<file path="src/timer_pkg.sv">
// constants for the eight-bit timer / event counter
// assumes a single 50 MHz clock and a plain strobe register port
// Operation
// RULE1: timer and pulse modes use divided clock
// RULE2: prescaler ignored when pin clocks counter
// RULE3: event mode counts rising or falling edges
// RULE4: count to FF, overflow reloads and interrupts
// RULE5: stopped preload write also loads count
// RULE6: running preload write waits for overflow
// RULE7: mode chosen by control bits 7:6
// RULE8: control bit 4 runs or stops counter
// RULE9: pulse mode run bit only arms
// RULE10: polarity 0: falling starts, rising stops
// RULE11: polarity 1: rising starts, falling stops
// RULE12: run bit self-clears only in pulse mode
// RULE13: after pulse stop, pin edges ignored
// RULE14: residual count readable after pulse stop
// RULE15: pulse mode reacts to edges, not levels
// RULE16: interrupt output gated by enable bit
// RULE17: event counting continues during power down
// RULE18: software makes count pin an input
// RULE19: software loads zero for full range
// RULE20: preload has no reset value
// RULE21: overflow sets request flag always
// RULE22: count read or preload write inhibits clock
// RULE23: pin events seen at next timer tick
// RULE24: modes: 00 off, 01 event, 10 timer, 11 pulse
// RULE25: divider n gives ratio two to n plus one
package timer_pkg;
  localparam logic [1:0] ADDR_COUNT       = 2'h0;
  localparam logic [1:0] ADDR_CONFIG      = 2'h1;
  localparam logic [1:0] ADDR_IRQ_CTRL    = 2'h2;
  localparam int         DIV_LSB          = 0;
  localparam int         EDGE_BIT         = 3;
  localparam int         RUN_BIT          = 4;
  localparam int         MODE_LSB         = 6;
  localparam int         IRQ_EN_BIT       = 0;
  localparam int         IRQ_FLAG_BIT     = 1;
  localparam logic [7:0] CONFIG_RESET     = 8'h00;
  localparam logic [7:0] COUNT_RESET      = 8'h00;
  localparam logic [7:0] COUNT_FULL       = 8'hFF;
  localparam int         PRESCALE_BITS    = 8;
  typedef enum logic [1:0] {
    MODE_OFF,
    MODE_EVENT,
    MODE_TIMER,
    MODE_PULSE
  } mode_t;
endpackage : timer_pkg

</file>
<file path="src/count_timer.sv">
// eight-bit up counter with preload, timer, event and pulse width modes
// assumes count_pin is asynchronous and the bus master never waits
//
// Design decisions made here: the strobed register port and the placing of the registers.
`timescale 1ns/1ps
module count_timer
  import timer_pkg::*;
#(
  parameter int DIV_WIDTH = PRESCALE_BITS
)
(
  input  wire logic       clock,
  input  wire logic       rst,
  input  wire logic [1:0] addr,
  input  wire logic [7:0] wdata,
  input  wire logic       wr,
  input  wire logic       rd,
  input  wire logic       count_pin,
  input  wire logic       power_down,
  output logic      [7:0] rdata,
  output logic            irq,
  output logic            wake
);
  typedef struct packed {
    logic [2:0]               pin_sync;
    logic                     pin_level;
    logic                     pin_event;
    logic [DIV_WIDTH-1:0]     prescale;
    logic [7:0]               count;
    logic [7:0]               preload;
    logic [7:0]               config_byte;
    logic                     pulse_active;
    logic                     irq_en;
    logic                     irq_flag;
    logic [7:0]               rdata;
    logic                     irq;
    logic                     wake;
  } state_t;

  state_t s_q;
  state_t s_d;

  // the divider taps need eight stages for the longest ratio
  if (DIV_WIDTH < 8)
  begin : g_div_width_check
    $error("count_timer: DIV_WIDTH below 8 cannot reach the longest ratio");
  end

  // every control field must sit inside the control byte
  if (MODE_LSB > 6 || RUN_BIT > 7 || EDGE_BIT > 7 || DIV_LSB > 5)
  begin : g_field_check
    $error("count_timer: control field outside the byte");
  end

  // the two interrupt control bits must not share a position
  if (IRQ_EN_BIT == IRQ_FLAG_BIT || IRQ_EN_BIT > 7 || IRQ_FLAG_BIT > 7)
  begin : g_irq_field_check
    $error("count_timer: interrupt control fields overlap");
  end

  // three distinct register indices
  if (ADDR_COUNT == ADDR_CONFIG || ADDR_COUNT == ADDR_IRQ_CTRL || ADDR_CONFIG == ADDR_IRQ_CTRL)
  begin : g_addr_check
    $error("count_timer: register indices collide");
  end

  // divider tap: ratio two to the power sel plus one
  function automatic logic div_tick(
    input logic [2:0] sel,
    input logic [7:0] pre
  );
    logic [7:0] mask;
    mask     = 8'hFF >> (3'h7 - sel);
    div_tick = (pre & mask) == mask; // RULE25
  endfunction : div_tick

  // true when one strobe targets one register index
  function automatic logic reg_hit(
    input logic       strobe,
    input logic [1:0] a,
    input logic [1:0] idx
  );
    reg_hit = strobe && (a == idx);
  endfunction : reg_hit

  // polarity 0 picks the rising edge, polarity 1 the falling one
  function automatic logic pick_edge(
    input logic pol,
    input logic r,
    input logic f
  );
    pick_edge = pol ? f : r;
  endfunction : pick_edge

  // mode field of a control byte
  function automatic mode_t mode_of(input logic [7:0] cfg);
    mode_of = mode_t'(cfg[MODE_LSB +: 2]); // RULE7 RULE24
  endfunction : mode_of

  // a pin change counts only once the last two stages agree
  function automatic logic sync_level(
    input logic [2:0] stages,
    input logic       held
  );
    if (stages[2] == stages[1])
    begin
      sync_level = stages[2];
    end
    else
    begin
      sync_level = held;
    end
  endfunction : sync_level

  // one count step: plus one, or the preload once the count is full
  function automatic logic [7:0] bump(
    input logic [7:0] cur,
    input logic [7:0] pre
  );
    if (cur == COUNT_FULL)
    begin
      bump = pre; // RULE4 RULE6
    end
    else
    begin
      bump = cur + 8'h01;
    end
  endfunction : bump

  // count after one cycle: a stopped preload write wins over a step
  function automatic logic [7:0] count_next(
    input logic       stepping,
    input logic       load_now,
    input logic [7:0] cur,
    input logic [7:0] pre,
    input logic [7:0] data
  );
    if (load_now)
    begin
      count_next = data; // RULE5
    end
    else if (stepping)
    begin
      count_next = bump(cur, pre);
    end
    else
    begin
      count_next = cur;
    end
  endfunction : count_next

  // interrupt line: flag gated by enable; the flag itself is never gated
  function automatic logic irq_line(
    input logic flag,
    input logic en
  );
    irq_line = flag && en; // RULE16
  endfunction : irq_line

  // read multiplexer; the unmapped index reads as zero
  function automatic logic [7:0] read_mux(
    input logic [1:0] a,
    input logic [7:0] cnt,
    input logic [7:0] cfg,
    input logic       ien,
    input logic       iflag
  );
    logic [7:0] r;
    r = 8'h00;
    case (a)
      ADDR_COUNT:
      begin
        r = cnt; // RULE14
      end
      ADDR_CONFIG:
      begin
        r = cfg;
      end
      ADDR_IRQ_CTRL:
      begin
        r[IRQ_EN_BIT]   = ien;
        r[IRQ_FLAG_BIT] = iflag;
      end
      default:
      begin
        r = 8'h00;
      end
    endcase
    read_mux = r;
  endfunction : read_mux

  mode_t      mode;
  logic       edge_pol;
  logic       run;
  logic [2:0] div_sel;
  logic       tick;
  logic       rise;
  logic       fall;
  logic       start_edge;
  logic       stop_edge;
  logic       expect_edge;
  logic       pending;
  logic       count_rd;
  logic       pre_wr;
  logic       cfg_wr;
  logic       irq_wr;
  logic       inhibit;
  logic       step;
  logic       ovf;

  always_comb
  begin
    s_d      = s_q;
    pending  = 1'b0;
    mode     = mode_of(s_q.config_byte); // RULE7 RULE24
    edge_pol = s_q.config_byte[EDGE_BIT];
    run      = s_q.config_byte[RUN_BIT]; // RULE8
    div_sel  = s_q.config_byte[DIV_LSB +: 3];

    // pin: three stages, level taken once the last two agree
    s_d.pin_sync  = {s_q.pin_sync[1:0], count_pin};
    s_d.pin_level = sync_level(s_q.pin_sync, s_q.pin_level);
    rise          = s_d.pin_level & ~s_q.pin_level;
    fall          = ~s_d.pin_level & s_q.pin_level;

    // free-running divider; only the tap depends on the divider field
    s_d.prescale = s_q.prescale + 1'b1; // RULE1
    tick         = div_tick(div_sel, s_q.prescale[7:0]); // RULE25

    // edges count, not levels
    start_edge  = pick_edge(~edge_pol, rise, fall); // RULE10 RULE11
    stop_edge   = pick_edge(edge_pol, rise, fall); // RULE15
    expect_edge = (s_q.pulse_active ^ s_q.pin_event) ? stop_edge : start_edge;

    // register strobes
    count_rd = reg_hit(rd, addr, ADDR_COUNT);
    pre_wr   = reg_hit(wr, addr, ADDR_COUNT);
    cfg_wr   = reg_hit(wr, addr, ADDR_CONFIG);
    irq_wr   = reg_hit(wr, addr, ADDR_IRQ_CTRL);
    // any count access stalls the counter that cycle; counts may be lost
    inhibit  = count_rd || pre_wr; // RULE22

    step          = 1'b0;
    s_d.pin_event = 1'b0;
    case (mode)
      MODE_EVENT:
      begin
        // pin clocks the counter, divider unused; power down has no say
        step = run && pick_edge(edge_pol, rise, fall); // RULE2 RULE3 RULE17
      end
      MODE_TIMER:
      begin
        step = run && tick; // RULE1
      end
      MODE_PULSE:
      begin
        if (!run)
        begin
          // disarmed: edges dropped until software sets run again
          s_d.pulse_active = 1'b0; // RULE13
          s_d.pin_event    = 1'b0;
        end
        else
        begin
          // an edge waits for the next timer tick; a pulse shorter
          // than one tick cancels itself and leaves the counter armed
          pending = s_q.pin_event ^ expect_edge; // RULE23
          if (tick && pending)
          begin
            s_d.pin_event = 1'b0;
            if (!s_q.pulse_active)
            begin
              s_d.pulse_active = 1'b1; // RULE9
            end
            else
            begin
              s_d.pulse_active         = 1'b0;
              s_d.config_byte[RUN_BIT] = 1'b0; // RULE10 RULE11 RULE12 RULE14
            end
          end
          else
          begin
            s_d.pin_event = pending && !tick;
          end
        end
        step = run && s_q.pulse_active && tick; // RULE1
      end
      default:
      begin
        step = 1'b0;
      end
    endcase

    if (inhibit)
    begin
      step = 1'b0; // RULE22
    end
    ovf = step && (s_q.count == COUNT_FULL);

    // preload write; a stopped counter takes it at once
    if (pre_wr)
    begin
      s_d.preload = wdata;
    end
    s_d.count = count_next(step, pre_wr && !run, s_q.count, s_q.preload, wdata); // RULE5 RULE6

    // a config write overrides the self-clear of the same cycle
    if (cfg_wr)
    begin
      s_d.config_byte = wdata; // RULE8 RULE12
      if (mode_of(wdata) != MODE_PULSE || !wdata[RUN_BIT])
      begin
        s_d.pulse_active = 1'b0;
      end
      s_d.pin_event = 1'b0;
    end

    if (irq_wr)
    begin
      s_d.irq_en   = wdata[IRQ_EN_BIT];
      s_d.irq_flag = wdata[IRQ_FLAG_BIT];
    end
    // an overflow in the cycle of a flag write wins
    if (ovf)
    begin
      s_d.irq_flag = 1'b1; // RULE21
    end

    s_d.rdata = 8'h00;
    if (rd)
    begin
      s_d.rdata = read_mux(addr, s_q.count, s_q.config_byte, // RULE14
                           s_q.irq_en, s_q.irq_flag);
    end

    s_d.irq  = irq_line(s_d.irq_flag, s_d.irq_en); // RULE16
    // wake pulses on overflow during power down, whatever the enable says
    s_d.wake = ovf && power_down; // RULE17
  end

  always_ff @(posedge clock)
  begin
    if (rst)
    begin
      // preload keeps whatever it held: no defined reset value
      s_q.pin_sync     <= 3'h0;
      s_q.pin_level    <= 1'b0;
      s_q.pin_event    <= 1'b0;
      s_q.prescale     <= '0;
      s_q.count        <= COUNT_RESET;
      s_q.preload      <= s_d.preload; // RULE20
      s_q.config_byte  <= CONFIG_RESET;
      s_q.pulse_active <= 1'b0;
      s_q.irq_en       <= 1'b0;
      s_q.irq_flag     <= 1'b0;
      s_q.rdata        <= 8'h00;
      s_q.irq          <= 1'b0;
      s_q.wake         <= 1'b0;
    end
    else
    begin
      s_q <= s_d;
    end
  end

  assign rdata = s_q.rdata;
  assign irq   = s_q.irq;
  assign wake  = s_q.wake;
endmodule : count_timer

</file>
<file path="config.mk">
export PLATFORM = sky130hd
export DESIGN_NAME = count_timer
export DESIGN_NICKNAME = d
export VERILOG_FILES = /design/src/timer_pkg.sv /design/src/count_timer.sv
export SDC_FILE = /design/constraint.sdc
export NUM_CORES = 1
export LEC_CHECK = 0
export ABC_AREA = 0
export BUFFER_PORTS_ARGS = -buffer_cell sky130_fd_sc_hd__buf_2
export CORE_MARGIN = 3
export CORE_UTILIZATION = 45
export DETAILED_ROUTE_END_ITERATION = 10
export MAX_ROUTING_LAYER = met4
export PLACE_DENSITY = 0.7
export SYNTH_ARGS = -nofsm -noshare
export SYNTH_HDL_FRONTEND = slang
export SYNTH_SLANG_ARGS = --single-unit
</file>
<file path="constraint.sdc">
create_clock -name clock -period 2.02 [get_ports clock]
set_input_delay 0.101 -clock clock [delete_from_list [all_inputs] [get_ports clock]]
set_output_delay 0.101 -clock clock [all_outputs]
set_load 0.03 [all_outputs]
</file>
==> metrics.yaml <==
sta:
  rsz0062_at_grt: "false"
  worst_slew_pin_slew_ps: 636
  fin_skew_ps: 8.20
  hold_violations: 0
  relSlewSlack_pct: 57.6
  maxSlewViolCount: 0
  min_period_ps: 1880
  period_share_pct: 93.1
  finalSetupViolCount: 0
  hold_slack_ps: 10.4
  setup-tns-final_ps: 0
  clock.fmax_mhz: 532
global_route:
  antenna_found_initial: 0
  first_global_vias: 1673
  grt_max_degree: 35
  grt_first_pass_wirelength_um: 8400
  grt-ovfl-total: 0
  grtUsageTotal_pct: 18.2
clock_tree:
  clkTransAtPathRegs_ps: 100
  clk_latency_ps: 310
  ctsHtreeMaxLevel: 2
  cts.sinks: 50
  cts_tree: "yes"
  cts-buffers-inserted: 5
  ctsRootBufferMaster: "clkbuf_8"
  clockBufferDepth: 2
yosys:
  netlist-cell-type-count: 48
  avgSynthCellArea_um2: 8.96
  yosys.area.top_type_share_pct: 35.6
  synth_seq_cells: 50
  yosysWarnings: 0
  synth-edff-count: 8
  syn_nets: 283
  synth_area_leaders: "dfxtp_1 36%, edfxtp_1 10%, nand2_1 5.2%"
  syn_area_um2: 2360
  yosysMostFrequentCell: "dfxtp_1"
  syn_inst: 264
  synth_common_cells: "42 x dfxtp_1, 33 x nand2_1, 31 x nor2_1, 18 x a21oi_1, 12 x nand3_1"
  synth-async-reset-ratio_pct: 0
  ys.flop_type: "dfxtp_1"
  seq_area_frac_synth_pct: 45.7
  yosysTopAreaCell: "dfxtp_1"
floorplan:
  ios: 26
  core-area_um2: 4910
  die_y_um: 78.5
  die_w_um: 78.5
  placement_rows: 25
  dieArea_um2: 6160
  initial_core_util_pct: 48.2
power:
  leakagePower_nw: 1.02
  pwr-share-seq_pct: 58.8
  p_clk_share_pct: 32.8
  internal-power_mw: 1.35
  combPwrFrac_pct: 8.4
  p_sw_share_pct: 25.8
  switching_power_mw: 0.470
  cellPowerDensity_nw_per_um2: 680
  irDropWorstVdd_mv: 0.356
finish:
  area_growth_syn_to_layout_pct: 13.3
  multi_input_area_um2: 1180
  n_antenna_cell: 0
  nNetsFinal: 308
  drive_gt1_share_pct: 17.9
  ff_latch_area_um2: 1090
  fill_cells: 465
run:
  cap_violations: 0
placement:
  dp_hpwl_um: 3690
  portBuffers: 25
  gp_congestion: 0.894
worst_hold_path:
  hold_depth: 1
  hp-class: "in2reg"
drt:
  post_drt_via_cell_ratio: 5.37
  drc: 0
  drtIter0Drc: 176
  vias: 1916
  drtPass1Iterations: 4
  wire_per_inst_um: 14.5
  ant_nets: 0
  wirelength_um: 5160
critical_path:
  cpPeakStageDelay_ps: 540
  critical_path_buf_inv_count: 0
  r2r_cells: 5
  crit_required_ps: 2260
  worstSetupPathType: "reg2reg"
  cp_top_family: "simple AND/OR/NAND/NOR gates"
  rrSetupSlack_ps: 140
  worst-path-stages: 5
  critPathLaunchType: "register"
  crit_chain: "and4bb_1 -> o211ai_1 -> a21o_1 -> or4_1 -> a31oi_1"
  critPathCaptureType: "register"
  cp_data_arrival_time_ps: 2120
  cp_max_fo: 13
  cpMaxStageDelayCell: "or4_1"
outcome:
  status: "finished clean"
-- layout make-up --
type / instances / share of cell area, %
clock inverter: 3 / 0.747
timing repair buffer: 38 / 8.50
sequential: 50 / 40.5
tap: 67 / 3.13
clock buffer: 5 / 2.57
multi-input combinational: 190 / 44.0
inverter: 4 / 0.560
-- metrics by stage --
stage | std cells | setup WS, ps | power (mW) | cell area, um2 | util, %
final | 357 | 139 | 1.82 | 2680 | 54.5
after global routing | 357 | 22.4 | 1.90 | 2680 | 54.5
after CTS | 357 | 88.6 | 1.83 | 2650 | 54.0
after detailed placement | 347 | 120 | 1.24 | 2540 | 51.8
after global placement | 347 | 142 | 1.23 | 2540 | 51.8
after floorplan | 264 | 180 | 1.18 | 2360 | -
-- sequential cells by signal (all words and copies together), names as in the netlist --
register / cells
mode: 2
div_sel: 3
edge_pol: 1
s_d: 2
irq: 1
run: 1
wake: 1
s_q: 31
rdata: 8
-- power groups by stage --
stage / Clock (mW) / Sequential [mW] / Combinational (mW)
floorplan: 0 / 1.08 / 0.0952
global placement: 0 / 1.09 / 0.143
detailed placement: 0 / 1.09 / 0.144
CTS: 0.614 / 1.07 / 0.148
global route: 0.655 / 1.08 / 0.168
finish: 0.598 / 1.07 / 0.152
-- worst reg2reg max path, cell delays in order (launching register included) --
cell	delay, ps
dfxtp_1	380
and4bb_1	290
o211ai_1	100
a21o_1	330
or4_1	550
a31oi_1	160
-- cell usage in the layout (no fill, tap or decap), drive strengths merged, types with 2 or more instances in the layout --
master       netlist  layout
a2111o             2       2
a21oi             18      18
a221oi             2       2
a31oi              6       6
and2               2       2
and3               5       5
and4bb             2       2
buf               14      36
clkbuf             6       5
clkinv             0       2
dfxtp             42      42
dlygate4sd3        0       2
edfxtp             8       8
ha                 3       3
inv                4       5
mux2i             10      10
nand2             33      33
nand2b             3       3
nand3             12      12
nand4              4       4
nor2              31      31
nor2b              7       7
nor4b              2       2
o211ai             7       7
o21ai              6       6
o31a               3       3
o31ai              4       4
or2                2       2
or3                3       3
or4                2       2
xor2               7       7
-- final timing paths --
path                      start              endpoint
max          s_q[49]$_SDFF_PP0_  s_q[34]$_SDFFE_PP0P_
min                    wdata[2]     s_q[23]$_DFFE_PP_
max reg2reg  s_q[49]$_SDFF_PP0_  s_q[34]$_SDFFE_PP0P_
min reg2reg  s_d[48]$_SDFF_PP0_    s_d[49]$_SDFF_PP0_
-- repair_timing --
item / in CTS / in global routing
setup buffers: 0 / 0
hold buffers: 2 / 0
gates resized for setup: 0 / 6
endpoints found under the hold margin: 2 / 0
setup endpoints to repair: 0 / 5
-- layer usage --
layer / up-vias / routed length (um) / track usage, % / share of wire [%]
met2: 56 / 2240 / 25.0 / 43
met5: - / 0 / - / 0
met4: 0 / 84 / 7.34 / 1.6
met1: 870 / 2510 / 25.3 / 49
met3: 6 / 326 / 4.70 / 6.3
li1: 984 / - / - / -
-- cell families (layout without fill, tap and decap cells) --
group,count (synthesis),count (layout),share of synthesized area (%)
flip-flops,50,50,45.7
buffers and inverters,24,50,5.45
AO/OA/AOI/OAI,56,56,16.4
multiplexers,11,11,4.71
adder cells (fa/ha/maj),3,3,1.59
AND/OR/NAND/NOR,112,112,23.2
XOR/XNOR,8,8,2.96
(Power assumes the default switching activity.)
